$ cat config.mk
export PLATFORM = sky130hd
export DESIGN_NAME = fpw_duty_cfg
export DESIGN_NICKNAME = d
export VERILOG_FILES = /design/src/inc/fpw_pkg.sv /design/src/inc/fpw_step_if.sv /design/src/fpw_step_timer.sv /design/src/fpw_duty_cfg.sv
export SDC_FILE = /design/constraint.sdc
export NUM_CORES = 1
export LEC_CHECK = 0
export BUFFER_PORTS_ARGS = -buffer_cell sky130_fd_sc_hd__buf_2
export CORE_AREA = 2 2 80 101
export DETAILED_ROUTE_END_ITERATION = 6
export DIE_AREA = 0 0 82 103
export PLACE_DENSITY = 0.81
export SETUP_SLACK_MARGIN = 0.3
export SLEW_MARGIN = 10
export SYNTH_ARGS = -nofsm -noshare
export SYNTH_HDL_FRONTEND = slang
export SYNTH_SLANG_ARGS = --single-unit
$ cat constraint.sdc
create_clock -name CLK -period 7.6 [get_ports CLK]
set_input_delay 0.38 -clock CLK [delete_from_list [all_inputs] [get_ports CLK]]
set_output_delay 0.38 -clock CLK [all_outputs]
set_load 0.02 [all_outputs]
$ cat src/inc/fpw_pkg.sv
// Purpose: constants, types and helpers for the fan duty configuration block
// Assumes: 10 MHz CLK; duty carried as 8 bits, 1/256 of full scale per LSB
// Notes:   coarse duty keeps only the upper nibble (16/256 = 6.25 %)
package fpw_pkg;
   ////////////////////////////////////////////////////////////////////////////
   // register offsets
   localparam logic [7:0] ADDR_ENH_CFG  = 8'h45;
   localparam logic [7:0] ADDR_FAN_CFG  = 8'h4A;
   localparam logic [7:0] ADDR_PWM_VAL  = 8'h4C;
   ////////////////////////////////////////////////////////////////////////////
   // field positions
   localparam int ENH_FINE      = 4;
   localparam int ENH_USF       = 3;
   localparam int ENH_RATE_HI   = 2;
   localparam int ENH_RATE_LO   = 1;
   localparam int ENH_SMOOTH    = 0;
   localparam int FAN_PROG      = 5;
   ////////////////////////////////////////////////////////////////////////////
   // reset values and masks
   localparam logic [7:0] ENH_RST       = 8'h00;
   localparam logic [7:0] FAN_RST       = 8'h20;
   localparam logic [7:0] PWM_RST       = 8'h00;
   localparam logic [7:0] ENH_FREE_MASK = 8'h78;
   localparam logic [7:0] ENH_PROT_MASK = 8'h07;
   localparam logic [7:0] FAN_RD_MASK   = 8'h3F;
   ////////////////////////////////////////////////////////////////////////////
   // duty encoding
   localparam logic [7:0] DUTY_FULL     = 8'hFF;
   localparam logic [7:0] STEP_FINE     = 8'h01;
   localparam logic [7:0] STEP_COARSE   = 8'h10;
   localparam logic [7:0] COARSE_MASK   = 8'hF0;
   ////////////////////////////////////////////////////////////////////////////
   // ramp step intervals
   localparam int CLK_HZ        = 10_000_000;
   localparam int RAMP_T0_US    = 23_000;
   localparam int RAMP_T1_US    = 46_000;
   localparam int RAMP_T2_US    = 91_000;
   localparam int RAMP_T3_US    = 182_000;
   localparam int RAMP_T0_CYC   = RAMP_T0_US * (CLK_HZ / 1_000_000);
   localparam int RAMP_T1_CYC   = RAMP_T1_US * (CLK_HZ / 1_000_000);
   localparam int RAMP_T2_CYC   = RAMP_T2_US * (CLK_HZ / 1_000_000);
   localparam int RAMP_T3_CYC   = RAMP_T3_US * (CLK_HZ / 1_000_000);
   localparam int STEP_CNT_W    = 21;
   ////////////////////////////////////////////////////////////////////////////
   // duty source, one-hot
   typedef enum logic [3:0] {
      SRC_LUT  = 4'b0001,
      SRC_SOFT = 4'b0010,
      SRC_SPIN = 4'b0100,
      SRC_CRIT = 4'b1000
   } fpw_src_e;

   function automatic logic [7:0] fpw_quant(input logic [7:0] d, input logic fine);
      fpw_quant = fine ? d : (d & COARSE_MASK);
   endfunction : fpw_quant
endpackage : fpw_pkg

$ cat src/inc/fpw_step_if.sv
// Purpose: carries ramp step timing between the control and the step timer
// Assumes: both ends on CLK
// Notes:   tick is a one-cycle pulse
interface fpw_step_if;
   logic       run;
   logic [1:0] code;
   logic       tick;
   modport timer (input run, input code, output tick);
   modport ctrl  (output run, output code, input tick);
endinterface : fpw_step_if

$ cat src/fpw_step_timer.sv
// Purpose: paces ramp steps at the interval chosen by the interval code
// Assumes: run held high while a ramp is in progress
// Notes:   counter restarts whenever run drops, so a new ramp waits a full step
module fpw_step_timer
   import fpw_pkg::*;
#(
   parameter int T0_CYC = RAMP_T0_CYC,
   parameter int T1_CYC = RAMP_T1_CYC,
   parameter int T2_CYC = RAMP_T2_CYC,
   parameter int T3_CYC = RAMP_T3_CYC
) (
   // clock and reset
   input wire logic  CLK,
   input wire logic  ARST_N,
   // step link
   fpw_step_if.timer st
);
   logic [STEP_CNT_W-1:0] cnt;
   logic [STEP_CNT_W-1:0] last;

   ////////////////////////////////////////////////////////////////////////////
   always_comb begin
      unique case (st.code)
         2'b00: last = STEP_CNT_W'(T0_CYC - 1);
         2'b01: last = STEP_CNT_W'(T1_CYC - 1);
         2'b10: last = STEP_CNT_W'(T2_CYC - 1);
         2'b11: last = STEP_CNT_W'(T3_CYC - 1);
      endcase
   end

   always_ff @(posedge CLK or negedge ARST_N) begin
      if (!ARST_N) begin
         cnt     <= '0;
         st.tick <= 1'b0;
      end else if (!st.run) begin
         cnt     <= '0;
         st.tick <= 1'b0;
      end else if (cnt >= last) begin
         cnt     <= '0;
         st.tick <= 1'b1;
      end else begin
         cnt     <= cnt + 1'b1;
         st.tick <= 1'b0;
      end
   end

   ////////////////////////////////////////////////////////////////////////////
   tick_space_a: assert property (@(posedge CLK) disable iff (!ARST_N)
      st.tick |=> !st.tick) else $error("step tick lasted more than one cycle");
endmodule : fpw_step_timer

$ cat src/fpw_duty_cfg.sv
// Purpose: enhanced fan duty configuration, smoothing and setpoint format
// Assumes: register strobes and fan-logic inputs synchronous to CLK
// Notes:   read data follows REG_ADDR by one cycle
//
// What this block does
// - fine duty resolution only takes effect at the 22.5 kHz output frequency
// - duty steps 6.25 % when fine bit clear, 0.39 % when set
// - setpoint format bit clear: high and critical setpoints read as signed
// - setpoint format bit set: high and critical setpoints read as unsigned
// - interval code picks 0.023, 0.046, 0.091 or 0.182 s per ramp step
// - interval code writable only while duty programming is enabled
// - smoothing enable writable only while duty programming is enabled
// - smoothing off: duty changes at once; on: ramps at chosen interval
// - spin-up and critical event bypass smoothing and apply duty at once
// - only lookup-table transitions are smoothed
// - smoothing only works at 22.5 kHz; otherwise no ramping
// - top two bits of fan config register always read zero
// - programming on: duty value writable; off: duty follows lookup table
module fpw_duty_cfg
   import fpw_pkg::*;
#(
   parameter int RAMP_T0 = RAMP_T0_CYC,
   parameter int RAMP_T1 = RAMP_T1_CYC,
   parameter int RAMP_T2 = RAMP_T2_CYC,
   parameter int RAMP_T3 = RAMP_T3_CYC
) (
   // clock and reset
   input  wire logic        CLK,
   input  wire logic        ARST_N,
   // register port
   input  wire logic [7:0]  REG_ADDR,
   input  wire logic [7:0]  REG_WDATA,
   input  wire logic        REG_WR,
   output logic      [7:0]  REG_RD_DATA,
   // fan control context
   input  wire logic        FREQ_22K5,
   input  wire logic [7:0]  LUT_DUTY,
   input  wire logic        SPINUP_ACTIVE,
   input  wire logic [7:0]  SPINUP_DUTY,
   input  wire logic        CRIT_EVENT,
   // temperature compare
   input  wire logic [10:0] TEMP_REMOTE,
   input  wire logic [10:0] HIGH_SETPOINT,
   input  wire logic [7:0]  CRIT_SETPOINT,
   // results
   output logic      [7:0]  DUTY,
   output logic             FINE_ACTIVE,
   output logic             HIGH_OVER,
   output logic             CRIT_OVER
);
   logic [7:0]  enh_cfg;
   logic [7:0]  fan_cfg;
   logic [7:0]  pwm_value;
   logic        prog_en;
   logic        fine_eff;
   logic        smooth_eff;
   logic [7:0]  step;
   logic [7:0]  target;
   logic        ramping;
   logic [7:0]  next_duty;
   logic [11:0] temp_ext;
   logic [11:0] high_ext;
   logic [8:0]  critical_temp_event_ext;
   logic [8:0]  crit_ext;
   fpw_src_e    src;
   fpw_step_if  st ();

   assign prog_en    = fan_cfg[FAN_PROG];
   assign fine_eff   = enh_cfg[ENH_FINE] & FREQ_22K5;
   assign smooth_eff = enh_cfg[ENH_SMOOTH] & FREQ_22K5;
   assign step       = fine_eff ? STEP_FINE : STEP_COARSE;

   ////////////////////////////////////////////////////////////////////////////
   // register writes
   always_ff @(posedge CLK or negedge ARST_N) begin
      if (!ARST_N) begin
         enh_cfg <= ENH_RST;
      end else if (REG_WR && REG_ADDR == ADDR_ENH_CFG) begin
         // bit 7 stays zero; smoothing fields locked unless programming is on
         if (prog_en) begin
            enh_cfg <= REG_WDATA & (ENH_FREE_MASK | ENH_PROT_MASK);
         end else begin
            enh_cfg <= (REG_WDATA & ENH_FREE_MASK) | (enh_cfg & ENH_PROT_MASK);
         end
      end
   end

   always_ff @(posedge CLK or negedge ARST_N) begin
      if (!ARST_N) begin
         fan_cfg <= FAN_RST;
      end else if (REG_WR && REG_ADDR == ADDR_FAN_CFG) begin
         fan_cfg <= REG_WDATA & FAN_RD_MASK;
      end
   end

   always_ff @(posedge CLK or negedge ARST_N) begin
      if (!ARST_N) begin
         pwm_value <= PWM_RST;
      end else if (REG_WR && REG_ADDR == ADDR_PWM_VAL && prog_en) begin
         pwm_value <= REG_WDATA;
      end
   end

   ////////////////////////////////////////////////////////////////////////////
   // register reads; the duty register shows the live output
   always_ff @(posedge CLK or negedge ARST_N) begin
      if (!ARST_N) begin
         REG_RD_DATA <= 8'h00;
      end else begin
         unique case (REG_ADDR)
            ADDR_ENH_CFG: REG_RD_DATA <= enh_cfg;
            ADDR_FAN_CFG: REG_RD_DATA <= fan_cfg & FAN_RD_MASK;
            ADDR_PWM_VAL: REG_RD_DATA <= DUTY;
            default:      REG_RD_DATA <= 8'h00;
         endcase
      end
   end

   ////////////////////////////////////////////////////////////////////////////
   // duty source; critical override beats spin-up beats programmed value
   always_comb begin
      if (CRIT_EVENT) begin
         src = SRC_CRIT;
      end else if (SPINUP_ACTIVE) begin
         src = SRC_SPIN;
      end else if (prog_en) begin
         src = SRC_SOFT;
      end else begin
         src = SRC_LUT;
      end
   end

   always_comb begin
      unique case (src)
         SRC_CRIT: target = fpw_quant(DUTY_FULL, fine_eff);
         SRC_SPIN: target = fpw_quant(SPINUP_DUTY, fine_eff);
         SRC_SOFT: target = fpw_quant(pwm_value, fine_eff);
         SRC_LUT:  target = fpw_quant(LUT_DUTY, fine_eff);
         default:  target = fpw_quant(DUTY_FULL, fine_eff);
      endcase
   end

   // only lookup-table moves ramp; a stale off-grid duty snaps first
   assign ramping = (src == SRC_LUT) && smooth_eff
                    && (DUTY != target) && (fpw_quant(DUTY, fine_eff) == DUTY);

   ////////////////////////////////////////////////////////////////////////////
   // ramp pacing
   assign st.run  = ramping;
   assign st.code = enh_cfg[ENH_RATE_HI:ENH_RATE_LO];

   fpw_step_timer #(
      .T0_CYC (RAMP_T0),
      .T1_CYC (RAMP_T1),
      .T2_CYC (RAMP_T2),
      .T3_CYC (RAMP_T3)
   ) u_step (
      .CLK    (CLK),
      .ARST_N (ARST_N),
      .st     (st.timer)
   );

   always_comb begin
      next_duty = DUTY;
      if (!ramping) begin
         next_duty = target;
      end else if (st.tick) begin
         if (DUTY < target) begin
            next_duty = DUTY + step;
         end else begin
            next_duty = DUTY - step;
         end
      end
   end

   always_ff @(posedge CLK or negedge ARST_N) begin
      if (!ARST_N) begin
         DUTY        <= 8'h00;
         FINE_ACTIVE <= 1'b0;
      end else begin
         DUTY        <= next_duty;
         FINE_ACTIVE <= fine_eff;
      end
   end

   ////////////////////////////////////////////////////////////////////////////
   // setpoint compare; the remote reading itself is always unsigned
   assign temp_ext  = {1'b0, TEMP_REMOTE};
   assign critical_temp_event_ext = {1'b0, TEMP_REMOTE[10:3]};
   assign high_ext  = enh_cfg[ENH_USF] ? {1'b0, HIGH_SETPOINT}
                                       : {HIGH_SETPOINT[10], HIGH_SETPOINT};
   assign crit_ext  = enh_cfg[ENH_USF] ? {1'b0, CRIT_SETPOINT}
                                       : {CRIT_SETPOINT[7], CRIT_SETPOINT};

   always_ff @(posedge CLK or negedge ARST_N) begin
      if (!ARST_N) begin
         HIGH_OVER <= 1'b0;
         CRIT_OVER <= 1'b0;
      end else begin
         HIGH_OVER <= $signed(temp_ext) > $signed(high_ext);
         CRIT_OVER <= $signed(critical_temp_event_ext) > $signed(crit_ext);
      end
   end

   ////////////////////////////////////////////////////////////////////////////
   // checks
   rate_lock_a: assert property (@(posedge CLK) disable iff (!ARST_N)
      REG_WR && REG_ADDR == ADDR_ENH_CFG && !prog_en
      |=> enh_cfg[ENH_RATE_HI:ENH_RATE_LO] == $past(enh_cfg[ENH_RATE_HI:ENH_RATE_LO]))
      else $error("interval code changed while programming disabled");

   smooth_lock_a: assert property (@(posedge CLK) disable iff (!ARST_N)
      REG_WR && REG_ADDR == ADDR_ENH_CFG && !prog_en
      |=> enh_cfg[ENH_SMOOTH] == $past(enh_cfg[ENH_SMOOTH]))
      else $error("smoothing enable changed while programming disabled");

   rsvd_read_a: assert property (@(posedge CLK) disable iff (!ARST_N)
      REG_ADDR == ADDR_FAN_CFG |=> REG_RD_DATA[7:6] == 2'b00)
      else $error("fan config upper bits read nonzero");

   crit_now_a: assert property (@(posedge CLK) disable iff (!ARST_N)
      CRIT_EVENT |=> DUTY == fpw_quant(DUTY_FULL, $past(fine_eff)))
      else $error("critical override not applied at once");

   spin_now_a: assert property (@(posedge CLK) disable iff (!ARST_N)
      SPINUP_ACTIVE && !CRIT_EVENT |=> DUTY == $past(target))
      else $error("spin-up duty was smoothed");

   no_smooth_a: assert property (@(posedge CLK) disable iff (!ARST_N)
      !enh_cfg[ENH_SMOOTH] |=> DUTY == $past(target))
      else $error("duty ramped with smoothing disabled");

   slow_freq_a: assert property (@(posedge CLK) disable iff (!ARST_N)
      !FREQ_22K5 |=> DUTY == $past(target) && DUTY[3:0] == 4'h0)
      else $error("ramp or fine duty outside 22.5 kHz");

   coarse_grid_a: assert property (@(posedge CLK) disable iff (!ARST_N)
      !fine_eff && !ramping |=> DUTY[3:0] == 4'h0)
      else $error("coarse duty off the 6.25 percent grid");

   prog_src_a: assert property (@(posedge CLK) disable iff (!ARST_N)
      prog_en && !SPINUP_ACTIVE && !CRIT_EVENT
      |=> DUTY == fpw_quant($past(pwm_value), $past(fine_eff)))
      else $error("duty did not follow programmed value");

   ramp_step_a: assert property (@(posedge CLK) disable iff (!ARST_N)
      ramping && st.tick && DUTY < target |=> DUTY == $past(DUTY) + $past(step))
      else $error("ramp step size wrong");

   ramp_hold_a: assert property (@(posedge CLK) disable iff (!ARST_N)
      ramping && !st.tick |=> $stable(DUTY))
      else $error("duty moved between ramp steps");

   signed_sp_a: assert property (@(posedge CLK) disable iff (!ARST_N)
      !enh_cfg[ENH_USF] && HIGH_SETPOINT[10] |=> HIGH_OVER)
      else $error("negative signed setpoint not exceeded");

   unsigned_sp_a: assert property (@(posedge CLK) disable iff (!ARST_N)
      enh_cfg[ENH_USF] && HIGH_SETPOINT[10] && !TEMP_REMOTE[10] |=> !HIGH_OVER)
      else $error("unsigned setpoint treated as negative");
endmodule : fpw_duty_cfg

Word level (Yosys, flattened, before mapping)
Cells that the tools add are included.
{"block": "classes", "n_addsub": 3, "magnitude_cmp": 4, "n_eq_ne": 12, "mux": 22, "bitwise_logic": 3, "n_reduce_logical": 8}
{"operator": "case mux 21 bit (4 select lines)", "n": 1}
{"operator": "case mux 8 bit (3 select lines)", "n": 2}
{"operator": "2-to-1 mux 21 bit", "n": 2}
{"operator": "2-to-1 mux 8 bit", "n": 4}
{"operator": "2-to-1 mux 4 bit", "n": 7}
{"operator": "equality test 8 x 7 -> 1 bit, second input constant", "n": 3}
{"operator": "adder 21 x 1 -> 21 bit, second input constant", "n": 1}
{"operator": ">= comparator 21 bit", "n": 1}
{"operator": "greater-than comparator 12 bit", "n": 1}
{"operator": "2-to-1 mux 12 bit", "n": 1}
{"operator": "greater-than comparator 9 bit", "n": 1}
{"operator": "2-to-1 mux 9 bit", "n": 1}
{"operator": "adder 8 x 5 -> 8 bit", "n": 1}
{"operator": "equality test 8 bit", "n": 1}
{"operator": "less-than comparator 8 bit", "n": 1}
{"operator": "inequality test 8 bit", "n": 1}
{"operator": "subtractor 8 x 5 -> 8 bit", "n": 1}
{"operator": "logical AND 1 bit", "n": 7}
{"operator": "OR 7 x 3 -> 7 bit", "n": 1}
{"operator": "2-to-1 mux 5 bit", "n": 1}
{"operator": "equality test 2 bit, second input constant", "n": 2}
{"operator": "equality test 4 x 1 -> 1 bit, second input constant", "n": 1}
{"operator": "equality test 4 x 2 -> 1 bit, second input constant", "n": 1}
{"operator": "equality test 4 x 3 -> 1 bit, second input constant", "n": 1}
{"operator": "6 further kinds", "n": 8}
{"block": "word_totals", "reg_bits": 63, "output_inout_bits": 19, "elab_cells": 62}

Depth between registers and ports, before layout
{"block": "depth", "ltp_word": 9, "mapped_depth": 19}

Hierarchy
Synthesis repeated with hierarchy kept, for this count alone.
{"block": "hier_totals", "hier_cells": 442, "area_unflattened_um2": 4469.3}
{"mod": "fpw_duty_cfg", "n_inst": 1, "cells_per_inst": 287, "area_per_inst_um2": 2971.6, "seq_area_each_um2": 1002.2}
{"mod": "fpw_step_timer", "n_inst": 1, "cells_per_inst": 155, "area_per_inst_um2": 1497.7, "seq_area_each_um2": 550.5}

Worst setup path after synthesis
OpenSTA, ideal clock, no wires.
{"block": "synth_path", "kind": "register to register", "from": "reg fan_cfg[5]", "to": "reg DUTY[7]", "setup_time_ns": 0.099, "arrival_time_ns": 4.261, "required_time_ns": 7.501, "setup_slack_ns": 3.240, "path_stages_with_launch": 19, "path_buffers": 1, "period_less_slack_ns": 4.360, "path_cell_list": "dfstp_2 > clkbuf_1 > mux2_2 > mux2_2 > o21ai_0 > ha_1 > nor2b_1 > o211ai_1 > a21oi_1 > a211o_1 > or2_2 > ha_1 > a21o_1 > a21oi_1 > o21ai_0 > a31oi_1 > xor2_1 > nor2_1 > a311oi_1"}
{"block": "synth_between", "elab_chain_cells": 9}
{"element": "start, declared", "line_no": "fpw_duty_cfg.sv:52", "source": "logic [7:0] fan_cfg;"}
{"element": "start signal, assigned", "line_no": "fpw_duty_cfg.sv:92", "source": "fan_cfg <= REG_WDATA & FAN_RD_MASK;"}
{"element": "2-to-1 mux 2 bit *", "line_no": "fpw_duty_cfg.sv:126", "source": "end else if (prog_en) begin"}
{"element": "2-to-1 mux 4 bit *", "line_no": "fpw_duty_cfg.sv:124", "source": "end else if (SPINUP_ACTIVE) begin"}
{"element": "2-to-1 mux 4 bit *", "line_no": "fpw_duty_cfg.sv:122", "source": "if (CRIT_EVENT) begin"}
{"element": "equality test 4 x 1 -> 1 bit, or another cell as far along", "line_no": "fpw_duty_cfg.sv:134, fpw_duty_cfg.sv:144"}
{"element": "case mux 8 bit (3 select lines)", "line_no": "fpw_duty_cfg.sv:134", "source": "unique case (src)"}
{"element": "less-than comparator 8 bit or inequality test 8 bit (tied branches)", "line_no": "fpw_duty_cfg.sv:168, fpw_duty_cfg.sv:145"}
{"element": "2-to-1 mux 8 bit or logical AND 1 bit (tied branches)", "line_no": "fpw_duty_cfg.sv:168, fpw_duty_cfg.sv:145"}
{"element": "2-to-1 mux 8 bit or logical AND 1 bit (tied branches)", "line_no": "fpw_duty_cfg.sv:167, fpw_duty_cfg.sv:145"}
{"element": "2-to-1 mux 8 bit or inequality test 2 bit (tied branches)"}
{"element": "end signal, assigned", "line_no": "fpw_duty_cfg.sv:181", "source": "DUTY <= next_duty;"}
{"element": "end, declared", "line_no": "fpw_duty_cfg.sv:46", "source": "output logic [7:0] DUTY,"}
Every way passes the cells marked *; elsewhere a longest branch is shown, timed or not. The select of a mux whose other input is x is not followed.
A chain may end at the register's enable or synchronous reset.

Worst setup path after layout
Same ends and word-level chain as after synthesis.

==> results.ini <==
[grt]
antenna_found_initial = 0
grt_usage_pct = 25.68
grt_pass1_wl_um = 16500
grt_pass1_vias = 3588
grt_max_degree = 63
globalRoute.totalOverflow = 0

[setup_path]
end_kind = flop
path_class = reg -> reg
rr_worst_depth = 16
start_kind = flop
r2r-start = fan_cfg[5]
cp.required_ns = 7.86
critPathArrivalTime_ns = 4.83
r2r-end = DUTY[7]
critPathMaxFanout = 13
r2r_setup_slack_ns = 3.03

[yosys]
synth.cells.most_frequent = dfrtp_1, ha_1, mux2_2
yosysTopAreaCellShare_pct = 36.26
synth.avg_cell_area_um2 = 10.05
synthFlopType = dfrtp_1
synth_edf_count = 0
ys_async_sr_fraction_pct = 100.0
yosysMostFrequentCell = dfrtp_1
syn_inst = 419
yosysSeqAreaShare_pct = 36.88
syn_area_um2 = 4210
synth_seq_cells = 62
synth_area_leader_cell = dfrtp_1
ys_types = 51
synthesis.nets = 543
synthesis.yosys.warnings = 0
synth_area_leaders = dfrtp_1, ha_1, mux2_2, xor2_1, inv_1

[cts]
cts_tree = done
cts.clk_slew.worst_paths_ns = 0.08
cts_resized = 0
hold_buffers = 0
clockBufferDepth = 2
cts-buffers-inserted = 9
post_cts_buffers = 0
insertion_delay_ns = 0.35
cts_sinks = 62
h-tree-depth = 3
clockRootBuffer = clkbuf_8

[sta]
final_hold_viol_count = 0
drv_slew = 0
final.setup.tns_ns = 0
worst_pin_slew_ns = 0.7833
max_freq_ghz = 0.2189
relSlewSlack_pct = 47.63
fin_skew_ns = 0.006439
setup_viol = 0
rsz0062_at_grt = no
min_period_over_period_pct = 60.10
min_period_ns = 4.568

[run]
maxCapViolCount = 0

[outcome]
status = finished clean

[placement]
globalplace.congestion = 0.8608
place_area_um2 = 4737
portBuffers = 86
hpwl_um = 7579

[floorplan]
rows = 36
core_um2 = 7567
die_y_um = 103
dieArea_um2 = 8446
top_level_ports = 87
die_w_um = 82
initial_core_util_pct = 55.64

[routing]
dr.pass1.iters = 4
viasPerCell = 5.709
drt_iter0_drc = 168
ant_nets = 0
wl_per_cell_um = 15.89
routed_wl_um = 9678
via_count = 3477
route.detailed.drc = 0

[final_layout]
finalNetCount = 633
utilization_pct = 65.06
drive_above_1_share_pct = 29.57
antenna_cells = 0
syn_to_final_growth_pct = 16.94
design_area_um2 = 4923

[min_path]
hp-class = in -> async

[pwr]
total_power_mw = 0.7402
ir_drop_mv = 0.1251
p_per_area_nw_per_um2 = 150.3
p_leak_nw = 2.560

worst max-delay path: stages, from the launching register on:
cell	delay [ns]
dfstp_2	0.68
mux2_2	0.37
mux2_2	0.25
o21ai_0	0.29
ha_1	0.33
a21oi_1	0.14
a21oi_1	0.08
a211o_1	0.35
or2_2	0.34
ha_1	0.28
nor2b_1	0.12
o21ai_0	0.25
o21ai_0	0.22
a31oi_1	0.24
xor2_1	0.20
nor2_1	0.07
a311oi_1	0.24
logic make-up (layout without fill, tap and decap cells):
group / Yosys count / in the layout / share of synthesized area, %
xor+xnor: 24 / 24 / 4.993
mux: 45 / 45 / 11.86
buf+inv: 47 / 142 / 4.280
simple gates: 120 / 120 / 15.07
compound gates: 65 / 65 / 10.10
flops: 62 / 62 / 36.88
fa+ha+maj: 56 / 56 / 16.82
sequential cells by signal (all words and copies together), names as in the netlist:
name,count
CRIT_OVER,1
DUTY,8
FINE_ACTIVE,1
HIGH_OVER,1
REG_RD_DATA,8
enh_cfg,7
fan_cfg,6
pwm_value,8
u_step.cnt,21
u_step.st.tick,1
metrics by stage:
| stage | std cells | setup slack (ns) | hold slack (ns) |
|---|---|---|---|
| 2_1_floorplan | 419 | 3.240 | 0.08441 |
| 3_3_place_gp | 593 | 3.258 | 0.4862 |
| 3_5_place_dp | 593 | 3.120 | 0.5030 |
| 4_1_cts | 609 | 3.065 | 0.2092 |
| 5_1_grt | 609 | 2.784 | 0.2593 |
| 6_report | 609 | 3.032 | 0.1960 |
cell type report:
cell class	instances	area, µm²
inverter	38	142.6
multi-input combinational	310	2477
tap	95	118.9
clock inverter	7	62.56
clock buffer	9	123.9
sequential	62	1553
timing repair buffer	88	445.4
fill	608	2644
layer usage:
layer	part of all wire (%)	track usage, %
met4	2.3	11.03
met3	4.0	4.291
met1	40	29.93
met2	54	45.97
met5	0	0
cell usage in the layout, fill, tap and decap left out, drive strengths merged, types with 3 or more instances in the layout:
cell / synthesis / layout
nand3: 16 / 16
o21ai: 18 / 18
a31oi: 3 / 3
nor2b: 6 / 6
mux2: 39 / 39
nor2: 36 / 36
nand2b: 5 / 5
nand2: 22 / 22
xnor2: 7 / 7
nor3: 6 / 6
and3: 8 / 8
ha: 55 / 55
inv: 38 / 44
a21o: 8 / 8
nand4: 7 / 7
mux2i: 6 / 6
a21oi: 16 / 16
buf: 2 / 88
dfrtp: 61 / 61
a222oi: 6 / 6
clkbuf: 7 / 9
xor2: 17 / 17
where the power goes:
part	leakage, nW	total (mW)	switching [mW]	internal (mW)
clock	0.0936	0.283	0.157	0.126
sequential	0.829	0.342	0.00673	0.336
combinational	1.64	0.114	0.0598	0.0547
total	2.56	0.740	0.224	0.516
worst max-delay path by stage:
stage                           from      end  slack, ns  depth (start not counted)
after floorplan           fan_cfg[5]  DUTY[7]       3.24                         18
after global placement    fan_cfg[5]  DUTY[7]       3.26                         17
after detailed placement  fan_cfg[5]  DUTY[7]       3.12                         17
after CTS                 fan_cfg[5]  DUTY[7]       3.06                         16
after global routing      fan_cfg[5]  DUTY[7]       2.78                         16
final                     fan_cfg[5]  DUTY[7]       3.03                         16
(Power assumes the default switching activity.)
